$ cat src/hw/mbs_pkg.sv
// Purpose: Shared constants and types for the multiply, branch and skip execution block.
// Assumes: One core clock; instruction words arrive already fetched from program memory.
// Notes:   Opcode patterns follow the usual 16-bit encoding of this 8-bit core family.
// Notes on behaviour
// - Integer multiplies write full 16-bit product to pair, update Z and C, 2 cycles.
// - Fractional multiplies shift product left one, update Z and C, 2 cycles.
// - Relative jump PC+k+1 2 cycles, indirect from Z 2, direct 3; no flags.
// - Relative/indirect entry 3 cycles, direct 4; exits pop PC in 4 cycles.
// - Interrupt exit sets global interrupt enable; no other flag change in group.
// - Compare-skip-equal skips next one- or two-word instruction, 1/2/3 cycles.
// - Compares compute Rd-Rr, Rd-Rr-C, Rd-K; set Z,N,V,C,H; 1 cycle.
// - Register bit skips test bit b, skip next instruction, 1/2/3 cycles.
// - I/O bit skips test bit b of I/O register, same skip timing.
// - Generic branches test flag s set or clear (N xor V in place of S when s is 4), PC+k+1, 1 or 2 cycles.
// - Named branches test Z, C or N directly, PC+k+1, 1 or 2 cycles.
// - Signed branches test N xor V; ge on 0, lt on 1.
// - Half-carry, transfer and overflow branches test H, T, V; 1 or 2 cycles.
package mbs_pkg;
	localparam int unsigned PC_W = 16;
	localparam int unsigned STK_W = 16;
	// Status flag bit positions.
	localparam int unsigned FL_C = 0;
	localparam int unsigned FL_Z = 1;
	localparam int unsigned FL_N = 2;
	localparam int unsigned FL_V = 3;
	localparam int unsigned FL_S = 4;
	localparam int unsigned FL_H = 5;
	localparam int unsigned FL_T = 6;
	localparam int unsigned FL_I = 7;
	// Cycle counts.
	localparam logic [2:0] CYC_ONE = 3'h1;
	localparam logic [2:0] CYC_TWO = 3'h2;
	localparam logic [2:0] CYC_THREE = 3'h3;
	localparam logic [2:0] CYC_FOUR = 3'h4;
	localparam logic [15:0] PC_ONE = 16'h0001;
	localparam logic [15:0] PC_TWO = 16'h0002;
	localparam logic [15:0] PC_THREE = 16'h0003;
	localparam logic [15:0] SKIP_NONE = 16'h0001;
	// Opcode masks and patterns.
	localparam logic [15:0] M_MUL = 16'hfc00;
	localparam logic [15:0] P_MUL = 16'h9c00;
	localparam logic [15:0] M_SIGNED_PRODUCT_OP = 16'hff00;
	localparam logic [15:0] P_SIGNED_PRODUCT_OP = 16'h0200;
	localparam logic [15:0] M_MSU = 16'hff88;
	localparam logic [15:0] P_MSU = 16'h0300;
	localparam logic [15:0] P_FRACTIONAL_UNSIGNED_PRODUCT = 16'h0308;
	localparam logic [15:0] P_FRACTIONAL_SIGNED_PRODUCT = 16'h0380;
	localparam logic [15:0] P_FMSU = 16'h0388;
	localparam logic [15:0] M_REL = 16'hf000;
	localparam logic [15:0] P_RJ = 16'hc000;
	localparam logic [15:0] P_RC = 16'hd000;
	localparam logic [15:0] P_CPI = 16'h3000;
	localparam logic [15:0] M_FULL = 16'hffff;
	localparam logic [15:0] P_IJ = 16'h9409;
	localparam logic [15:0] P_IC = 16'h9509;
	localparam logic [15:0] P_RET = 16'h9508;
	localparam logic [15:0] P_INTERRUPT_EXIT = 16'h9518;
	localparam logic [15:0] M_LONG = 16'hfe0e;
	localparam logic [15:0] P_JMP = 16'h940c;
	localparam logic [15:0] P_CALL = 16'h940e;
	localparam logic [15:0] M_LDS = 16'hfc0f;
	localparam logic [15:0] P_LDS = 16'h9000;
	localparam logic [15:0] M_TWO = 16'hfc00;
	localparam logic [15:0] P_COMPARE_SKIP_EQUAL = 16'h1000;
	localparam logic [15:0] P_CP = 16'h1400;
	localparam logic [15:0] P_CPC = 16'h0400;
	localparam logic [15:0] M_SKB = 16'hfe08;
	localparam logic [15:0] P_SKIP_REG_BIT_CLEAR = 16'hfc00;
	localparam logic [15:0] P_SKIP_REG_BIT_SET = 16'hfe00;
	localparam logic [15:0] M_IOB = 16'hff00;
	localparam logic [15:0] P_SKIP_IO_BIT_CLEAR = 16'h9900;
	localparam logic [15:0] P_SKIP_IO_BIT_SET = 16'h9b00;
	localparam logic [15:0] M_BR = 16'hf800;
	localparam logic [15:0] P_BRS = 16'hf000;
	localparam logic [15:0] P_BRC = 16'hf400;

	typedef enum logic [1:0] {MBS_MUL_INT, MBS_MUL_FRAC} mbs_mul_kind_t;

	// Register file write request for the product register pair.
	typedef struct packed {
		logic        we;
		logic [15:0] data;
	} mbs_pair_wr_t;

	// Program counter and stack request.
	typedef struct packed {
		logic             pc_load;
		logic [PC_W-1:0]  pc_next;
		logic             push;
		logic [STK_W-1:0] push_data;
		logic             pop;
	} mbs_flow_t;
endpackage : mbs_pkg
$ cat src/hw/mbs_exec.sv
// Purpose: Executes multiplies, jumps, calls, returns, compares, skips and branches.
// Assumes: Operand values are read by the core from the register file and I/O space.
// Notes:   One instruction is taken when issue_in and ready_out are both high.
`timescale 1ns/1ps
`default_nettype none
module mbs_exec
	import mbs_pkg::*;
(
	input  wire logic             core_clk_in,
	input  wire logic             rst_b_in,
	input  wire logic             issue_in,
	input  wire logic [15:0]      instr_in,
	input  wire logic [15:0]      instr_word2_in,
	input  wire logic             next_is_long_in,
	input  wire logic [PC_W-1:0]  pc_in,
	input  wire logic [7:0]       rd_val_in,
	input  wire logic [7:0]       rr_val_in,
	input  wire logic [7:0]       io_val_in,
	input  wire logic [15:0]      z_ptr_in,
	input  wire logic [STK_W-1:0] stack_top_in,
	input  wire logic [7:0]       flags_in,
	output logic                  ready_out,
	output logic                  flags_we_out,
	output logic      [7:0]       flags_out,
	output mbs_pair_wr_t          pair_wr_out,
	output mbs_flow_t             flow_out
);
	////////////////////////////////////////////////////////////////////////////////
	// Decode helpers.
	function automatic logic hit(input logic [15:0] w, input logic [15:0] m,
		input logic [15:0] p);
		hit = (w & m) == p;
	endfunction

	function automatic logic is_long(input logic [15:0] w);
		is_long = hit(w, M_LONG, P_JMP) | hit(w, M_LONG, P_CALL) | hit(w, M_LDS, P_LDS);
	endfunction

	logic [2:0]  busy_q;
	logic [2:0]  busy_d;
	logic        a_s;
	logic        b_s;
	logic        frac;
	logic        is_mul;
	logic [15:0] prod;
	logic        prod_c;
	logic [7:0]  cmp_b;
	logic        cmp_cin;
	logic        is_cmp;
	logic [8:0]  diff;
	logic        cond;
	logic        is_br;
	logic        is_skip;
	logic [15:0] rel12;
	logic [15:0] rel7;
	logic [2:0]  bsel;
	// Cycle count of the instruction on offer, before the N-1 adjustment.
	logic [2:0]  cyc;

	////////////////////////////////////////////////////////////////////////////////
	// Multiply.
	always_comb begin
		is_mul = hit(instr_in, M_MUL, P_MUL) | hit(instr_in, M_SIGNED_PRODUCT_OP, P_SIGNED_PRODUCT_OP)
			| hit(instr_in, M_MSU, P_MSU) | hit(instr_in, M_MSU, P_FRACTIONAL_UNSIGNED_PRODUCT)
			| hit(instr_in, M_MSU, P_FRACTIONAL_SIGNED_PRODUCT) | hit(instr_in, M_MSU, P_FMSU);
		a_s  = hit(instr_in, M_SIGNED_PRODUCT_OP, P_SIGNED_PRODUCT_OP) | hit(instr_in, M_MSU, P_MSU)
			| hit(instr_in, M_MSU, P_FRACTIONAL_SIGNED_PRODUCT) | hit(instr_in, M_MSU, P_FMSU);
		b_s  = hit(instr_in, M_SIGNED_PRODUCT_OP, P_SIGNED_PRODUCT_OP) | hit(instr_in, M_MSU, P_FRACTIONAL_SIGNED_PRODUCT);
		frac = hit(instr_in, M_MSU, P_FRACTIONAL_UNSIGNED_PRODUCT) | hit(instr_in, M_MSU, P_FRACTIONAL_SIGNED_PRODUCT)
			| hit(instr_in, M_MSU, P_FMSU);
	end

	mbs_multiplier u_mul (
		.a_in        (rd_val_in),
		.b_in        (rr_val_in),
		.a_signed_in (a_s),
		.b_signed_in (b_s),
		.frac_in     (frac),
		.prod_out    (prod),
		.carry_out   (prod_c)
	);

	////////////////////////////////////////////////////////////////////////////////
	// Compare and condition evaluation.
	always_comb begin
		is_cmp  = hit(instr_in, M_TWO, P_CP) | hit(instr_in, M_TWO, P_CPC)
			| hit(instr_in, M_REL, P_CPI);
		cmp_b   = hit(instr_in, M_REL, P_CPI) ? {instr_in[11:8], instr_in[3:0]} : rr_val_in;
		cmp_cin = hit(instr_in, M_TWO, P_CPC) & flags_in[FL_C];
		diff    = {1'b0, rd_val_in} - {1'b0, cmp_b} - {8'h00, cmp_cin};
		bsel    = instr_in[2:0];
		is_br   = hit(instr_in, M_BR, P_BRS) | hit(instr_in, M_BR, P_BRC);
		// Named and signed branches are encodings of the generic pair with s fixed.
		cond    = flags_in[bsel] ^ instr_in[10];
		if (bsel == 3'(FL_S)) begin
			cond = (flags_in[FL_N] ^ flags_in[FL_V]) ^ instr_in[10];
		end
		is_skip = 1'b1;
		if (hit(instr_in, M_TWO, P_COMPARE_SKIP_EQUAL)) begin
			cond = rd_val_in == rr_val_in;
		end else if (hit(instr_in, M_SKB, P_SKIP_REG_BIT_CLEAR) | hit(instr_in, M_SKB, P_SKIP_REG_BIT_SET)) begin
			cond = rr_val_in[bsel] == instr_in[9];
		end else if (hit(instr_in, M_IOB, P_SKIP_IO_BIT_CLEAR) | hit(instr_in, M_IOB, P_SKIP_IO_BIT_SET)) begin
			cond = io_val_in[bsel] == instr_in[9];
		end else begin
			is_skip = 1'b0;
		end
		rel12 = {{4{instr_in[11]}}, instr_in[11:0]};
		rel7  = {{9{instr_in[9]}}, instr_in[9:3]};
	end

	////////////////////////////////////////////////////////////////////////////////
	// Cycle count of the instruction on offer.
	// Not-taken skips and branches cost one cycle; the core then steps the PC itself.
	always_comb begin
		cyc = CYC_ONE;
		if (is_mul) begin
			cyc = CYC_TWO;
		end else if (is_cmp) begin
			cyc = CYC_ONE;
		end else if (hit(instr_in, M_REL, P_RJ) | hit(instr_in, M_REL, P_RC)) begin
			cyc = hit(instr_in, M_REL, P_RC) ? CYC_THREE : CYC_TWO;
		end else if (hit(instr_in, M_FULL, P_IJ) | hit(instr_in, M_FULL, P_IC)) begin
			cyc = hit(instr_in, M_FULL, P_IC) ? CYC_THREE : CYC_TWO;
		end else if (hit(instr_in, M_LONG, P_JMP) | hit(instr_in, M_LONG, P_CALL)) begin
			cyc = hit(instr_in, M_LONG, P_CALL) ? CYC_FOUR : CYC_THREE;
		end else if (hit(instr_in, M_FULL, P_RET) | hit(instr_in, M_FULL, P_INTERRUPT_EXIT)) begin
			cyc = CYC_FOUR;
		end else if (is_skip && cond) begin
			cyc = next_is_long_in ? CYC_THREE : CYC_TWO;
		end else if (is_br && cond) begin
			cyc = CYC_TWO;
		end
		// The count is kept as N-1 so that ready_out is low for the cycles still owed.
		busy_d = (busy_q == 3'h0) ? 3'h0 : busy_q - 3'h1;
		if (ready_out && issue_in) begin
			busy_d = cyc - 3'h1;
		end
	end

	////////////////////////////////////////////////////////////////////////////////
	// Hold-off: a request offered while ready_out is low is ignored, so the core
	// must keep offering it; this keeps the listed cycle counts exact.
	always_ff @(posedge core_clk_in) begin
		if (!rst_b_in) begin
			busy_q    <= 3'h0;
			ready_out <= 1'b0;
		end else begin
			busy_q    <= busy_d;
			ready_out <= (busy_d == 3'h0);
		end
	end

	////////////////////////////////////////////////////////////////////////////////
	// Results: one-cycle pulses registered from the operands seen at the taking edge.
	always_ff @(posedge core_clk_in) begin
		if (!rst_b_in) begin
			flags_we_out <= 1'b0;
			flags_out    <= 8'h00;
			pair_wr_out  <= '0;
			flow_out     <= '0;
		end else begin
			flags_we_out <= 1'b0;
			pair_wr_out  <= '0;
			flow_out     <= '0;
			if (ready_out && issue_in) begin
				flags_out <= flags_in;
				if (is_mul) begin
					pair_wr_out <= '{we: 1'b1, data: prod};
					flags_we_out <= 1'b1;
					flags_out[FL_C] <= prod_c;
					flags_out[FL_Z] <= prod == 16'h0000;
				end else if (is_cmp) begin
					flags_we_out <= 1'b1;
					flags_out[FL_C] <= diff[8];
					// Compare with carry only keeps Z set, so multi-byte compares chain.
					flags_out[FL_Z] <= (diff[7:0] == 8'h00)
						& (!hit(instr_in, M_TWO, P_CPC) | flags_in[FL_Z]);
					flags_out[FL_N] <= diff[7];
					flags_out[FL_V] <= (rd_val_in[7] ^ cmp_b[7]) & (rd_val_in[7] ^ diff[7]);
					flags_out[FL_S] <= diff[7]
						^ ((rd_val_in[7] ^ cmp_b[7]) & (rd_val_in[7] ^ diff[7]));
					flags_out[FL_H] <= (!rd_val_in[3] & cmp_b[3]) | (cmp_b[3] & diff[3])
						| (diff[3] & !rd_val_in[3]);
				end else if (hit(instr_in, M_REL, P_RJ) | hit(instr_in, M_REL, P_RC)) begin
					flow_out.pc_load <= 1'b1;
					flow_out.pc_next <= pc_in + rel12 + PC_ONE;
					flow_out.push <= hit(instr_in, M_REL, P_RC);
					flow_out.push_data <= pc_in + PC_ONE;
				end else if (hit(instr_in, M_FULL, P_IJ) | hit(instr_in, M_FULL, P_IC)) begin
					flow_out.pc_load <= 1'b1;
					flow_out.pc_next <= z_ptr_in;
					flow_out.push <= hit(instr_in, M_FULL, P_IC);
					flow_out.push_data <= pc_in + PC_ONE;
				end else if (hit(instr_in, M_LONG, P_JMP) | hit(instr_in, M_LONG, P_CALL)) begin
					flow_out.pc_load <= 1'b1;
					flow_out.pc_next <= instr_word2_in;
					flow_out.push <= hit(instr_in, M_LONG, P_CALL);
					flow_out.push_data <= pc_in + PC_TWO;
				end else if (hit(instr_in, M_FULL, P_RET) | hit(instr_in, M_FULL, P_INTERRUPT_EXIT)) begin
					flow_out.pc_load <= 1'b1;
					flow_out.pc_next <= stack_top_in;
					flow_out.pop <= 1'b1;
					// Interrupt exit keeps every other flag as it came in.
					if (hit(instr_in, M_FULL, P_INTERRUPT_EXIT)) begin
						flags_we_out <= 1'b1;
						flags_out[FL_I] <= 1'b1;
					end
				end else if (is_skip) begin
					// The follower's length sets the distance, so the core must decode it.
					if (cond) begin
						flow_out.pc_load <= 1'b1;
						flow_out.pc_next <= pc_in + (next_is_long_in ? PC_THREE : PC_TWO);
					end
				end else if (is_br && cond) begin
					flow_out.pc_load <= 1'b1;
					flow_out.pc_next <= pc_in + rel7 + PC_ONE;
				end
			end
		end
	end
endmodule // mbs_exec
`default_nettype wire

$ cat src/hw/mbs_multiplier.sv
// Purpose: 8x8 multiplier with signed, unsigned, mixed and fractional forms.
// Assumes: Operands stay stable while the result is used.
// Notes:   Pure combinational; the two-cycle timing lives in the executor.
`timescale 1ns/1ps
`default_nettype none
module mbs_multiplier
	import mbs_pkg::*;
(
	input  wire logic [7:0]  a_in,
	input  wire logic [7:0]  b_in,
	input  wire logic        a_signed_in,
	input  wire logic        b_signed_in,
	input  wire logic        frac_in,
	output logic      [15:0] prod_out,
	output logic             carry_out
);
	logic signed [17:0] raw;
	logic        [15:0] full;

	always_comb begin
		raw  = $signed({a_signed_in & a_in[7], a_in}) * $signed({b_signed_in & b_in[7], b_in});
		full = raw[15:0];
		// Carry is the product's top bit before the fractional shift.
		carry_out = full[15];
		prod_out  = frac_in ? {full[14:0], 1'b0} : full;
	end
endmodule // mbs_multiplier
`default_nettype wire

$ cat config.mk
export PLATFORM = sky130hd
export DESIGN_NAME = mbs_exec
export DESIGN_NICKNAME = d
export VERILOG_FILES = /design/src/hw/mbs_pkg.sv /design/src/hw/mbs_exec.sv /design/src/hw/mbs_multiplier.sv
export SDC_FILE = /design/constraint.sdc
export NUM_CORES = 1
export LEC_CHECK = 0
export ABC_CLOCK_PERIOD_IN_PS = 8490
export CAP_MARGIN = 20
export CORE_MARGIN = 3
export CORE_UTILIZATION = 65
export DETAILED_ROUTE_END_ITERATION = 8
export DONT_BUFFER_PORTS = 1
export PLACE_DENSITY = 0.81
export SYNTH_ARGS = -nofsm -noshare
export SYNTH_HDL_FRONTEND = slang
export SYNTH_HIERARCHICAL = 1
export SYNTH_SLANG_ARGS = --single-unit
$ cat constraint.sdc
create_clock -name core_clk_in -period 8.49 [get_ports core_clk_in]
set_clock_uncertainty 0.1 [all_clocks]
set_input_delay 0.4245 -clock core_clk_in [delete_from_list [all_inputs] [get_ports core_clk_in]]
set_output_delay 0.4245 -clock core_clk_in [all_outputs]
set_load 0.01 [all_outputs]
==> flow_metrics.tcl <==
set metrics [dict create \
    cts_resized 0 \
    cts_hold_buffers 0 \
    synthArstFlopShare_pct 0 \
    yosysWarnings 6 \
    gr-total-overflow 0 \
    die_w_microns 122 \
    finalCritPeriodShare_pct 79.8 \
    numPortBuffers 0 \
    rows 41 \
    htreeDepth 3 \
    p_per_area_nw_per_um2 159 \
    crit_type "in -> reg" \
    setup_violations 0 \
    cts_tree "done" \
    grt_pass1_vias 7326 \
    diodes 0 \
    syn_nets 1301 \
    placed_cell_area_sq_um 8860 \
    placeableCoreArea_sq_um 12900 \
    start_util_pct 68.1 \
    globalRouteTotalUtil_pct 31.1 \
    fin_area_sq_um 9190 \
    max_stage_delay_ns 0.57 \
    max_cap_violations 0 \
    total_power_mw 1.47 \
    path_max_fanout 13 \
    rsz0062_at_grt "no" \
    synth_edf_count 0 \
    drv_slew 0 \
    ant_nets 0 \
    final_common_cell "inv_1" \
    viasPerCell 6.40 \
    hp-class "in -> reg" \
    synth_flop_cell "dfxtp_1" \
    antenna_found_initial 0 \
    crit_path_start_kind "input port" \
    clock-sinks 65 \
    cts_buffers 9 \
    irDropWorstVdd_mv 0.129 \
    endpoint_kind "flip-flop" \
    io_pins 178 \
    dieArea_sq_um 15000 \
    syn-instance-count 1036 \
    die_h_microns 122 \
    finalHoldViolCount 0 \
    worst_pin_slew_ns 0.973 \
    drt_iter0_markers 770 \
    post_cts_buffers 0 \
    gp_congestion 0.977 \
    syn2layout_area_growth_pct 4.41 \
    grt_max_degree 31 \
    ys_seq_area_share_pct 14.8 \
    tns_ns 0 \
    final_cell_mix "inv_1, nand2_1, nor2_1" \
    wl_mm 23.4 \
    cp_data_required_time_ns 8.67 \
    detail_route.wl_per_cell_microns 19.6 \
    grt_pass1_wl_mm 37.0 \
    crit_slowest_cell "or4_1" \
    power.leakage_nw 3.94 \
    place_inst 1172 \
    remaining_drc_errors 0 \
    final_nets 1277 \
    cp_common_cell "fa_1" \
    vias 7604 \
    dp_hpwl_mm 18.8 \
    syn-cell-area_sq_um 8800 \
    clk_latency_ns 0.33 \
    layout-drive-gt1-share_pct 8.55 \
    min_period_ns 6.78 \
    clock.fmax_ghz 0.148 \
    relSlewSlack_pct 34.6 \
    stdcell_count 1189 \
    synthDistinctLibCells 91 \
    ys_seq_elements 65 \
    utilization_pct 71.1 \
    cts.clk_slew.worst_paths_ns 0.06 \
    root_buffer "clkbuf_16" \
    dr.pass1.iters 9 \
    clockBufferDepth 2 \
    crit_arrival_ns 6.95 \
    avgSynthCellArea_sq_um 8.50 \
    status "finished, final reports clean" \
]
## routing by layer
| layer | part of all wire [%] | track usage, % | vias to the layer above |
|---|---|---|---|
| met5 | 0 | 0 | - |
| met4 | 2.1 | 7.70 | 0 |
| met3 | 11 | 8.62 | 43 |
| met2 | 45 | 48.7 | 401 |
| met1 | 42 | 42.9 | 3607 |
| li1 | - | - | 3553 |
## per-stage QoR
step / hold slack (ns) / setup slack [ns]
2_1_floorplan: 0.373 / 1.91
6_report: 0.0850 / 1.71
3_5_place_dp: 0.403 / 1.40
4_1_cts: 0.0750 / 1.76
3_3_place_gp: 0.394 / 1.74
5_1_grt: 0.0704 / 1.29
## synthesized netlist by cell type (all sizes together) (6+ instances only)
cell type / n / area (sq um)
a21o: 10 / 75.1
a221oi: 14 / 166
nand3: 15 / 75.1
xnor2: 56 / 490
nor4: 8 / 50.1
o22ai: 15 / 108
o21ai: 39 / 210
a21oi: 32 / 160
dfxtp: 65 / 1300
o21a: 23 / 181
nor2b: 11 / 76.3
or3: 7 / 48.8
mux2: 15 / 169
mux4: 6 / 135
clkbuf: 25 / 105
nor3: 21 / 115
xor2: 22 / 193
a222oi: 11 / 110
or2: 6 / 40.0
mux2i: 11 / 110
a31oi: 6 / 37.5
ha: 82 / 1030
a211oi: 9 / 80.1
buf: 16 / 95.1
a22oi: 6 / 45.0
fa: 67 / 1340
nor2: 87 / 339
nand2: 94 / 355
inv: 113 / 424
nand4: 12 / 81.3
and2: 61 / 382
## final cells by class
| cell class | instances | area, sq um |
|---|---|---|
| clock buffers | 11 | 253 |
| clock inverters | 5 | 61.3 |
| fillers | 1063 | 3740 |
| inverters | 113 | 424 |
| multi-input cells | 817 | 6880 |
| flip-flops and latches | 65 | 1300 |
| well taps | 172 | 215 |
| repair buffers | 6 | 52.6 |
## report_power, final
part           switching [mW]  total (mW)  internal [mW]
combinational           0.411       0.757          0.347
clock                   0.145       0.391          0.245
sequential            0.00647       0.317          0.311
total                   0.562        1.47          0.903
## path summary, 6_finish.rpt
path / start / endpoint / slack [ns] / cells past startpoint
worst min-delay path: pc_in[6] / flow_out[7] / 0.08 / 1
worst max-delay path: instr_in[11] / flags_out[1] / 1.71 / 25
worst max register to register: ready_out / flow_out[29] / 5.34 / 6
worst min register to register: busy_q[0] / busy_q[0] / 0.41 / 1
## registers in the layout, summed over array words and instances (netlist names)
signal        count
flow_out         35
pair_wr_out      17
flags_out         8
busy_q            3
flags_we_out      1
ready_out         1
## logic make-up after synthesis
family / synth area share, %
buffers and inverters: 7.09
DFF: 14.8
AOI/OAI and AO/OA: 18.8
adders and majority gates: 26.9
muxes: 4.71
and+or+nand+nor: 19.9
xor gates and xnor gates: 7.76
## critical path, delay by kind of cell
family / cells / cell delay [ns]
multiplexers: 1 / 0.16
adder cells (fa/ha/maj): 6 / 2.84
AO/OA/AOI/OAI: 7 / 1.53
AND/OR/NAND/NOR: 8 / 1.85
buffers and inverters: 3 / 0.15
Note: power is estimated with default switching activity, not from simulation.
